==> src/common/alert_rate_pkg.sv <==
/*
 * Constants shared by the alarm-mask and sampling-rate register block:
 * register indices, reset values, field positions and timing figures.
 * Assumes a single 125 MHz clock domain and 8-bit registers.
 */
package alert_rate_pkg;

    // ****************************************************************
    // Register indices (byte address is four times the index)
    // ****************************************************************
    localparam logic [7:0] IDX_STATUS  = 8'h02; // Latched alarm status
    localparam logic [7:0] IDX_CONFIG  = 8'h03; // Standby and pin mode
    localparam logic [7:0] IDX_RATE    = 8'h04; // sampling_rate_select
    localparam logic [7:0] IDX_TRIGGER = 8'h0f; // single_conversion_trigger
    localparam logic [7:0] IDX_MASK    = 8'h16; // alarm_output_mask
    localparam int         ADDR_W      = 10;    // Byte address width

    // ****************************************************************
    // Reset values and field layouts
    // ****************************************************************
    localparam logic [7:0] RATE_RESET   = 8'h08; // 16 Hz after reset
    localparam logic [7:0] RATE_CODE_MAX = 8'h09; // 32 Hz code
    localparam logic [7:0] MASK_RESET   = 8'h00; // All alarms enabled
    localparam logic [7:0] MASK_ONES    = 8'ha4; // Unused bits 7, 5, 2
    localparam logic [7:0] MASK_RW      = 8'h5b; // Writable mask bits
    localparam logic [7:0] ALERT_SRC    = 8'h5b; // Alarms that may alert
    localparam logic [7:0] CONFIG_RESET = 8'h00; // Running, alert mode
    localparam int BIT_BUSY        = 7;
    localparam int BIT_LOCAL_HIGH  = 6;
    localparam int BIT_REMOTE_HIGH = 4;
    localparam int BIT_REMOTE_LOW  = 3;
    localparam int BIT_DIODE_FAULT = 2;
    localparam int BIT_CRIT        = 1;
    localparam int BIT_FAN         = 0;
    localparam int CFG_STANDBY     = 0; // 1: low-power idle
    localparam int CFG_FAN_INPUT   = 1; // 1: shared pin is fan input

    // ****************************************************************
    // Timing
    // ****************************************************************
    localparam int CLK_FREQ_HZ     = 125000000; // Reference clock
    localparam int FASTEST_RATE_HZ = 32;        // Top sampling rate
    localparam int FASTEST_PERIOD_CYCLES = CLK_FREQ_HZ / FASTEST_RATE_HZ;

    // ****************************************************************
    // Conversion sequencer states
    // ****************************************************************
    typedef enum logic [2:0] {
        CONV_IDLE  = 3'b001,
        CONV_START = 3'b010,
        CONV_BUSY  = 3'b100
    } conv_state_t;

endpackage

==> src/design/alarm_latch.sv <==
/*
 * Bank of sticky alarm flags. A flag sets while its condition holds and
 * a read clears it only where the condition has gone away.
 * Assumes conditions and clear requests are synchronous to the clock.
 */
`timescale 1ns/1ps

module alarm_latch #(
    parameter int WIDTH = 8 // Number of flags
) (
    input  wire logic             i_clk,    // Block clock
    input  wire logic             i_resetn, // Async reset, active low
    input  wire logic [WIDTH-1:0] i_cond,   // Live alarm conditions
    input  wire logic [WIDTH-1:0] i_clear,  // Flags seen by a read
    output logic      [WIDTH-1:0] o_flags   // Latched flags
);

    // ********
    // Flag storage
    // ********
    genvar g;
    generate
        for (g = 0; g < WIDTH; g++) begin : g_flag
            // A live condition beats the clear, so no event is lost
            always_ff @(posedge i_clk or negedge i_resetn) begin
                if (!i_resetn) begin
                    o_flags[g] <= 1'b0;
                end else if (i_cond[g]) begin
                    o_flags[g] <= 1'b1;
                end else if (i_clear[g]) begin
                    o_flags[g] <= 1'b0;
                end
            end
        end
    endgenerate

endmodule

==> src/design/rate_timer.sv <==
/*
 * Free-running sample-period timer. The code picks a period that halves
 * per step up to the fastest code; larger codes stay at the fastest.
 * Assumes the code is a stable register value.
 */
`timescale 1ns/1ps

module rate_timer
    import alert_rate_pkg::*;
#(
    parameter int BASE_CYCLES = 3906250 // Period at the fastest rate
) (
    input  wire logic       i_clk,    // Block clock
    input  wire logic       i_resetn, // Async reset, active low
    input  wire logic       i_run,    // Timer runs while high
    input  wire logic [7:0] i_code,   // Sampling rate code
    output logic            o_tick    // One-cycle sample request
);

    logic [31:0] count;  // Cycles into the current period
    logic [31:0] period; // Current period in cycles
    logic [3:0]  shift;  // Doublings below the fastest rate

    // ********
    // Period decode
    // ********
    // Codes past the top clamp to the fastest period
    always_comb begin
        if (i_code >= RATE_CODE_MAX) begin
            shift = 4'h0;
        end else begin
            shift = 4'(RATE_CODE_MAX - i_code);
        end
        period = 32'(BASE_CYCLES) << shift;
    end

    // ********
    // Counter
    // ********
    // Compare with >= so a shorter new period ends at once
    always_ff @(posedge i_clk or negedge i_resetn) begin
        if (!i_resetn) begin
            count  <= 32'h0;
            o_tick <= 1'b0;
        end else if (!i_run) begin
            count  <= 32'h0;
            o_tick <= 1'b0;
        end else if (count >= period - 32'h1) begin
            count  <= 32'h0;
            o_tick <= 1'b1;
        end else begin
            count  <= count + 32'h1;
            o_tick <= 1'b0;
        end
    end

endmodule

==> src/design/alert_mask_conversion_rate.sv <==
/*
 * Alarm mask, sampling rate and single-conversion trigger registers,
 * with latched alarm status, the fault output and the conversion pacer.
 * Assumes an Avalon-MM master on the same clock and a converter that
 * answers each start pulse with one done pulse.
 */
// Notes on behaviour
// - Mask bits 7, 5, 2 read as one
// - Mask bit 6 gates local-high alarm
// - Mask bit 4 gates remote-high alarm
// - Mask bit 3 gates remote-low alarm
// - Mask bit 1 gates critical-limit alarm
// - Mask bit 0 gates fan-speed alarm
// - Rate code doubles frequency per step
// - Codes above range run at fastest
// - Rate register resets to sixteen hertz code
// - Trigger write in idle runs one conversion
// - Flags latch; read clears only vanished alarms
// - Diode fault never drives fault output
// - Fan alarm only in fan-input pin mode
`timescale 1ns/1ps

module alert_mask_conversion_rate
    import alert_rate_pkg::*;
#(
    parameter int BASE_CYCLES = FASTEST_PERIOD_CYCLES // Fastest period
) (
    input  wire logic              i_ref_clk,        // 125 MHz clock
    input  wire logic              i_resetn,         // Async reset
    input  wire logic [ADDR_W-1:0] i_avs_address,    // Byte address
    input  wire logic              i_avs_read,       // Read request
    input  wire logic              i_avs_write,      // Write request
    input  wire logic [31:0]       i_avs_writedata,  // Write data
    input  wire logic [3:0]        i_avs_byteenable, // Byte lanes
    output logic      [31:0]       o_avs_readdata,   // Read data
    output logic                   o_avs_waitrequest,// Stall master
    input  wire logic              i_local_high,     // Local over limit
    input  wire logic              i_remote_high,    // Remote over limit
    input  wire logic              i_remote_low,     // Remote under limit
    input  wire logic              i_diode_fault,    // Diode open/short
    input  wire logic              i_critical_limit, // Remote critical
    input  wire logic              i_fan_slow,       // Fan below minimum
    input  wire logic              i_conv_done,      // Conversion ended
    output logic                   o_conv_start,     // Start conversion
    output logic                   o_fan_pin_mode,   // Pin is fan input
    output logic                   o_alert_o,        // Alert pin level
    output logic                   o_alert_oe_n,     // Alert pin drive
    output logic                   o_irq             // Fault interrupt
);

    // ****************************************************************
    // Helpers
    // ****************************************************************
    // Byte address of a register index; used by both decoders
    function automatic logic is_reg(input logic [ADDR_W-1:0] addr,
                                    input logic [7:0] idx);
        is_reg = (addr == {idx, 2'b00});
    endfunction

    // ****************************************************************
    // Declarations
    // ****************************************************************
    logic [7:0]  rate;        // Sampling rate code
    logic [7:0]  mask;        // Writable mask bits only
    logic [7:0]  config_reg;  // Standby and pin mode
    logic [7:0]  status;      // Latched alarms (busy excluded)
    logic [7:0]  alarm_cond;  // Live alarm conditions
    logic [7:0]  read_clear;  // Flags to clear after a read
    logic [7:0]  seen;        // Status bits returned to the read
    logic [7:0]  unmasked;    // Alarms that pass the mask
    logic        ack;         // Answer cycle of the bus access
    logic        acc_write;   // Write takes effect this edge
    logic        acc_read;    // Read completes this edge
    logic        wr_lane;     // Low byte lane written
    logic        standby;     // Low-power idle
    logic        fan_mode;    // Shared pin is fan input
    logic        tick;        // Sample period elapsed
    logic        shot_req;    // Trigger written in standby
    logic        shot_pend;   // Single conversion outstanding
    logic        busy;        // Conversion in progress
    logic [7:0]  next_rdata;  // Read value for the answer cycle
    conv_state_t state;       // Conversion sequencer
    conv_state_t next_state;  // Sequencer next state

    assign standby  = config_reg[CFG_STANDBY];
    assign fan_mode = config_reg[CFG_FAN_INPUT];
    assign busy     = (state != CONV_IDLE);

    // ****************************************************************
    // Avalon-MM slave handshake
    // ****************************************************************
    // One wait state: request seen, answered on the following edge
    assign o_avs_waitrequest = (i_avs_read | i_avs_write) & ~ack;
    assign acc_write = i_avs_write & ack;
    assign acc_read  = i_avs_read & ack;
    assign wr_lane   = acc_write & i_avs_byteenable[0];

    // Answer flag: high for one cycle per access
    always_ff @(posedge i_ref_clk or negedge i_resetn) begin
        if (!i_resetn) begin
            ack <= 1'b0;
        end else begin
            ack <= (i_avs_read | i_avs_write) & ~ack;
        end
    end

    // ****************************************************************
    // Read path
    // ****************************************************************
    // Decode; unmapped and write-only addresses read as zero
    always_comb begin
        next_rdata = 8'h00;
        if (is_reg(i_avs_address, IDX_STATUS)) begin
            next_rdata = status;
            next_rdata[BIT_BUSY] = busy;
        end else if (is_reg(i_avs_address, IDX_CONFIG)) begin
            next_rdata = config_reg;
        end else if (is_reg(i_avs_address, IDX_RATE)) begin
            next_rdata = rate;
        end else if (is_reg(i_avs_address, IDX_MASK)) begin
            next_rdata = mask | MASK_ONES;
        end
    end

    // Read data registered in the wait cycle, stands at the answer
    always_ff @(posedge i_ref_clk or negedge i_resetn) begin
        if (!i_resetn) begin
            o_avs_readdata <= 32'h0;
        end else if (i_avs_read & ~ack) begin
            o_avs_readdata <= {24'h0, next_rdata};
        end
    end

    // Remember which flags the master saw, so a flag set during the
    // wait cycle is not cleared before anyone has read it
    always_ff @(posedge i_ref_clk or negedge i_resetn) begin
        if (!i_resetn) begin
            seen <= 8'h00;
        end else if (i_avs_read & ~ack) begin
            seen <= is_reg(i_avs_address, IDX_STATUS) ? status : 8'h00;
        end
    end

    assign read_clear = acc_read ? seen : 8'h00;

    // ****************************************************************
    // Writable registers
    // ****************************************************************
    // Sampling rate code; every 8-bit value is accepted
    always_ff @(posedge i_ref_clk or negedge i_resetn) begin
        if (!i_resetn) begin
            rate <= RATE_RESET;
        end else if (wr_lane && is_reg(i_avs_address, IDX_RATE)) begin
            rate <= i_avs_writedata[7:0];
        end
    end

    // Alarm mask; unused bits hold no state
    always_ff @(posedge i_ref_clk or negedge i_resetn) begin
        if (!i_resetn) begin
            mask <= MASK_RESET;
        end else if (wr_lane && is_reg(i_avs_address, IDX_MASK)) begin
            mask <= i_avs_writedata[7:0] & MASK_RW;
        end
    end

    // Standby and shared-pin mode
    always_ff @(posedge i_ref_clk or negedge i_resetn) begin
        if (!i_resetn) begin
            config_reg <= CONFIG_RESET;
        end else if (wr_lane && is_reg(i_avs_address, IDX_CONFIG)) begin
            config_reg <= i_avs_writedata[7:0] & 8'h03;
        end
    end

    // Trigger write: value is ignored, only honoured in standby
    assign shot_req = wr_lane && standby
                      && is_reg(i_avs_address, IDX_TRIGGER);

    // ****************************************************************
    // Alarm status
    // ****************************************************************
    // Fan alarm can only exist when the pin senses the fan
    always_comb begin
        alarm_cond = 8'h00;
        alarm_cond[BIT_LOCAL_HIGH]  = i_local_high;
        alarm_cond[BIT_REMOTE_HIGH] = i_remote_high;
        alarm_cond[BIT_REMOTE_LOW]  = i_remote_low;
        alarm_cond[BIT_DIODE_FAULT] = i_diode_fault;
        alarm_cond[BIT_CRIT]        = i_critical_limit;
        alarm_cond[BIT_FAN]         = i_fan_slow & fan_mode;
    end

    alarm_latch #(
        .WIDTH (8)
    ) u_alarms (
        .i_clk    (i_ref_clk),
        .i_resetn (i_resetn),
        .i_cond   (alarm_cond),
        .i_clear  (read_clear),
        .o_flags  (status)
    );

    // ****************************************************************
    // Fault interrupt and alert pin
    // ****************************************************************
    // Diode fault is excluded from the sources whatever the mask says
    assign unmasked = status & ~mask & ALERT_SRC;
    assign o_irq    = |unmasked;

    // Open-drain pin: pulled low when alerting, released in fan mode
    // because the pin is then an input from the fan sensor
    always_ff @(posedge i_ref_clk or negedge i_resetn) begin
        if (!i_resetn) begin
            o_alert_oe_n <= 1'b1;
        end else begin
            o_alert_oe_n <= ~(o_irq & ~fan_mode);
        end
    end

    assign o_alert_o      = 1'b0;
    assign o_fan_pin_mode = fan_mode;

    // ****************************************************************
    // Sample pacing
    // ****************************************************************
    // Timer halts in standby so only the trigger starts conversions
    rate_timer #(
        .BASE_CYCLES (BASE_CYCLES)
    ) u_timer (
        .i_clk    (i_ref_clk),
        .i_resetn (i_resetn),
        .i_run    (~standby),
        .i_code   (rate),
        .o_tick   (tick)
    );

    // Single conversion request held until the sequencer takes it;
    // a second write while one is pending does not queue another
    always_ff @(posedge i_ref_clk or negedge i_resetn) begin
        if (!i_resetn) begin
            shot_pend <= 1'b0;
        end else if (shot_req) begin
            shot_pend <= 1'b1;
        end else if (state == CONV_IDLE) begin
            shot_pend <= 1'b0;
        end
    end

    // ****************************************************************
    // Conversion sequencer
    // ****************************************************************
    // A timer tick that lands mid-conversion is dropped: the converter
    // cannot run faster than it finishes
    always_comb begin
        case (state)
            CONV_IDLE: begin
                if (tick | shot_pend) begin
                    next_state = CONV_START;
                end else begin
                    next_state = CONV_IDLE;
                end
            end
            CONV_START: begin
                next_state = CONV_BUSY;
            end
            CONV_BUSY: begin
                if (i_conv_done) begin
                    next_state = CONV_IDLE;
                end else begin
                    next_state = CONV_BUSY;
                end
            end
            default: begin
                next_state = CONV_IDLE;
            end
        endcase
    end

    // State register
    always_ff @(posedge i_ref_clk or negedge i_resetn) begin
        if (!i_resetn) begin
            state <= CONV_IDLE;
        end else begin
            state <= next_state;
        end
    end

    // Start pulse: exactly one cycle per conversion
    always_ff @(posedge i_ref_clk or negedge i_resetn) begin
        if (!i_resetn) begin
            o_conv_start <= 1'b0;
        end else begin
            o_conv_start <= (state == CONV_IDLE) && (next_state == CONV_START);
        end
    end

endmodule

==> config.mk <==
export PLATFORM = sky130hd
export DESIGN_NAME = alert_mask_conversion_rate
export DESIGN_NICKNAME = d
export VERILOG_FILES = /design/src/common/alert_rate_pkg.sv /design/src/design/alarm_latch.sv /design/src/design/rate_timer.sv /design/src/design/alert_mask_conversion_rate.sv
export SDC_FILE = /design/constraint.sdc
export NUM_CORES = 1
export LEC_CHECK = 0
export ABC_CLOCK_PERIOD_IN_PS = 9140
export BUFFER_PORTS_ARGS = -buffer_cell sky130_fd_sc_hd__buf_2
export CORE_MARGIN = 5
export CORE_UTILIZATION = 55
export CTS_CLUSTER_DIAMETER = 80
export DETAILED_ROUTE_END_ITERATION = 16
export PLACE_DENSITY = 0.79
export SLEW_MARGIN = 20
export SYNTH_ARGS = -nofsm -noshare
export SYNTH_HDL_FRONTEND = slang
export SYNTH_SLANG_ARGS = --single-unit
==> constraint.sdc <==
create_clock -name i_ref_clk -period 9.14 [get_ports i_ref_clk]
set_clock_uncertainty 0.15 [all_clocks]
set_input_delay 0.914 -clock i_ref_clk [delete_from_list [all_inputs] [get_ports i_ref_clk]]
set_output_delay 0.914 -clock i_ref_clk [all_outputs]
set_load 0.05 [all_outputs]
==> results.cfg <==
[routing]
drc = 0
routedWlPerCell_microns = 16.9
firstDrtPassIters = 5
vias_per_cell = 6.03
detail_route.wirelength_microns = 12800
vias = 4580
drt_iter0_drc = 475
ant_nets = 0

[worst_setup_path]
cp_slowest_cell = ha_1
critical_path_arrival_ns = 6.53
rr_endpoint = u_timer.count[26]
cp_top_family = compound AO/OA/AOI/OAI gates
r2r-start = rate[1]
rrSetupSlack_ns = 2.69
cp-end-kind = register
critPathMaxFanout = 25
r2r_cells = 16
worst_path_largest_cell_delay_ns = 0.85
worstPathCellList = inv_1, ha_1, inv_1, a211oi_1, o2111ai_2, a21oi_4, nor3_1, a311o_1, ha_1, a21o_1, a21o_1, a21o_1, a2111oi_0, a21oi_2, buf_4, nor4_1
path_common_cell = a21o_1
path_buf_inv = 3
critical_path_class = reg -> reg
critPathLaunchType = register
required_ns = 9.22

[sta]
hold_violations = 0
whs_ns = 0.321
slew_violations = 0
finalCriticalPeriod_ns = 6.45
rsz0062_at_grt = no
setup_viol = 0
fmax_mhz = 155
period_share = 0.706
tightest_slew_ns = 0.935
relSlewSlack = 0.377
fin_tns_setup_ns = 0

[synthesis]
synth_area_sq_um = 5300
synth_cell_types = 59
ys_ff_latch = 75
ys_seq_area_frac = 0.355
synthFlopType = dfrtp_1
synthArstFlopShare = 1.00
synth-edff-count = 0
yosys_warnings = 0
synthCells = 603
syn_avg_cell_area_sq_um = 8.79

[clocking]
cts_sinks = 75
clkTransAtPathRegs_ns = 0.08
root_buffer = clkbuf_8
cts_tree = done
cts_buffer_depth = 2
ctsHoldBuffers = 0
post_cts_resized = 0
cts_buffers = 9
post_cts_buffers = 0
insertion_delay_ns = 0.38
htree_levels = 3

[power_and_ir_drop]
intPower_w = 0.000527
power_switching_w = 0.000237
peakVddDrop_mv = 0.146
p_leak_nw = 2.62
clockPowerShare = 0.354
p_total_w = 0.000764
pwr-share-seq = 0.486
p_sw_frac = 0.311
p_comb_frac = 0.160
p_per_area_nw_per_um2 = 134

[grt]
grt.busiest_layer = met2
use_met3 = 0.0454
use_met1 = 0.308
grt_pass1_wl_microns = 21800
grt_overflow = 0
track_usage = 0.231
grt_max_degree = 76
grt_use_met2 = 0.377
grt_pass1_vias = 4532
antenna_found_initial = 0

[floorplan]
die_h_microns = 108
rows = 35
dieArea_sq_um = 11700
fp.dieW_microns = 108
start_util = 0.568
ios = 95
core_sq_um = 9330

[worst_hold_path]
hp-start = ack
whs_path_depth = 1
holdCritPathClass = reg -> reg
min_to = ack

[placed_design]
gp_routability_congestion = 0.913
port_buffers = 42
hpwl_microns = 9260

[layout]
area_delta_synth_final_pct = 7.79
drive_above_1_share = 0.154
seqCellArea_sq_um = 1880
antennaDiodeCount = 0
largest_register = u_timer.count
largestRegisters = u_timer.count x32, o_avs_readdata x8, rate x8
nNetsFinal = 724
fillers = 834
largest_reg_flops = 32
multi_input_area_sq_um = 3140

[run]
drv_cap = 0

[status]
status = finished clean
## worst max-delay path by stage
| stage | from | end | slack, ns | depth (start not counted) |
|---|---|---|---|---|
| 2_1_floorplan | rate[7] | u_timer.count[23] | 3.63 | 23 |
| 3_3_place_gp | rate[1] | u_timer.count[31] | 3.13 | 16 |
| 3_5_place_dp | rate[1] | u_timer.count[26] | 2.89 | 16 |
| 4_1_cts | rate[1] | u_timer.count[26] | 2.84 | 16 |
| 5_1_grt | rate[1] | u_timer.count[26] | 2.32 | 16 |
| 6_report | rate[1] | u_timer.count[26] | 2.69 | 16 |
## stage by stage
stage,cells,utilization,cell area (sq um),setup slack (ns)
final,760,0.612,5710,2.69
after floorplan,627,-,5390,3.63
after detailed placement,744,0.590,5500,2.89
after global placement,744,0.590,5500,3.13
after CTS,760,0.612,5710,2.84
after global routing,760,0.612,5710,2.32
## synth_stat cells, types with 2 or more instances
master     n  area share
and4_1     3      0.0050
a211o_1    2      0.0033
nand2b_1   8      0.0094
or4_1      2      0.0028
nor3_1    12       0.011
buf_2      2      0.0019
o31a_1     2      0.0033
xor2_1    12       0.020
nand3_1   19       0.018
a211oi_1   4      0.0057
a31oi_1    2      0.0024
nand4_1   11       0.013
xnor2_1   28       0.046
a221oi_1   2      0.0033
buf_4     25       0.035
o211ai_1   3      0.0042
nor2_1    43       0.030
o221ai_1   2      0.0033
mux2_2    19       0.040
a21o_1    13       0.018
or3_1      5      0.0059
inv_1     19       0.013
nor4_1    37       0.044
a22o_1     2      0.0033
o22ai_1    7      0.0083
a22oi_1    5      0.0071
dfstp_2    3       0.015
a21oi_1   34       0.032
o21ai_0   26       0.025
and2_1     2      0.0024
nand2_1   67       0.047
dfrtp_1   72        0.34
o22a_1     2      0.0033
ha_1      41       0.097
mux2i_1    2      0.0038
o31ai_1    5      0.0071
nand3b_1   3      0.0042
and3_1     5      0.0059
clkbuf_1  32       0.023
## kinds of logic (layout without fill, tap and decap cells)
group,after synthesis,in the layout,share of synthesized area
buf+inv,78,82,0.0734
mux,21,21,0.0442
compound gates,121,121,0.149
xor+xnor,40,40,0.0661
fa+ha+maj,41,41,0.0968
simple gates,226,226,0.215
flops,75,75,0.355
other cells,1,25,0.000708
## cell type report
class                   instances  area share
multi-input cells             474       0.549
flip-flops and latches         75       0.329
repair buffers                 47      0.0438
well taps                     129      0.0283
clock buffers                  10      0.0241
clock inverters                 6      0.0127
inverters                      19      0.0125
## placed cells by master, fill, tap and decap left out, types with 3 or more instances in the layout
| master | instances |
|---|---|
| mux2_2 | 19 |
| buf_4 | 6 |
| o211ai_1 | 3 |
| clkinv_4 | 3 |
| nand3_1 | 19 |
| o21ai_0 | 26 |
| ha_1 | 41 |
| buf_2 | 41 |
| and4_1 | 3 |
| dfstp_2 | 3 |
| nor4_1 | 37 |
| a21oi_1 | 33 |
| conb_1 | 25 |
| dfrtp_1 | 71 |
| xnor2_1 | 28 |
| or3_1 | 5 |
| nand2_1 | 67 |
| nor2_1 | 43 |
| o22ai_1 | 7 |
| nand2b_1 | 8 |
| nand4_1 | 11 |
| and3_1 | 5 |
| inv_1 | 19 |
| clkbuf_8 | 10 |
| xor2_1 | 12 |
| nand3b_1 | 3 |
| a22oi_1 | 5 |
| a211oi_1 | 4 |
| o31ai_1 | 4 |
| nor3_1 | 12 |
| a21o_1 | 13 |
## power groups by stage
stage	sequential, W	combinational (W)	clock (W)
after global placement	0.000376	0.000117	0
final	0.000371	0.000122	0.000271
after floorplan	0.000371	0.000101	0
after global routing	0.000374	0.000138	0.000287
after CTS	0.000371	0.000123	0.000277
after detailed placement	0.000377	0.000122	0
## layer usage
metal,up-vias,wire (microns)
met5,-,0
met4,0,332
met3,35,783
met2,166,6150
met1,2206,5550
li1,2173,-
Note: power is estimated with default switching activity, not from simulation.
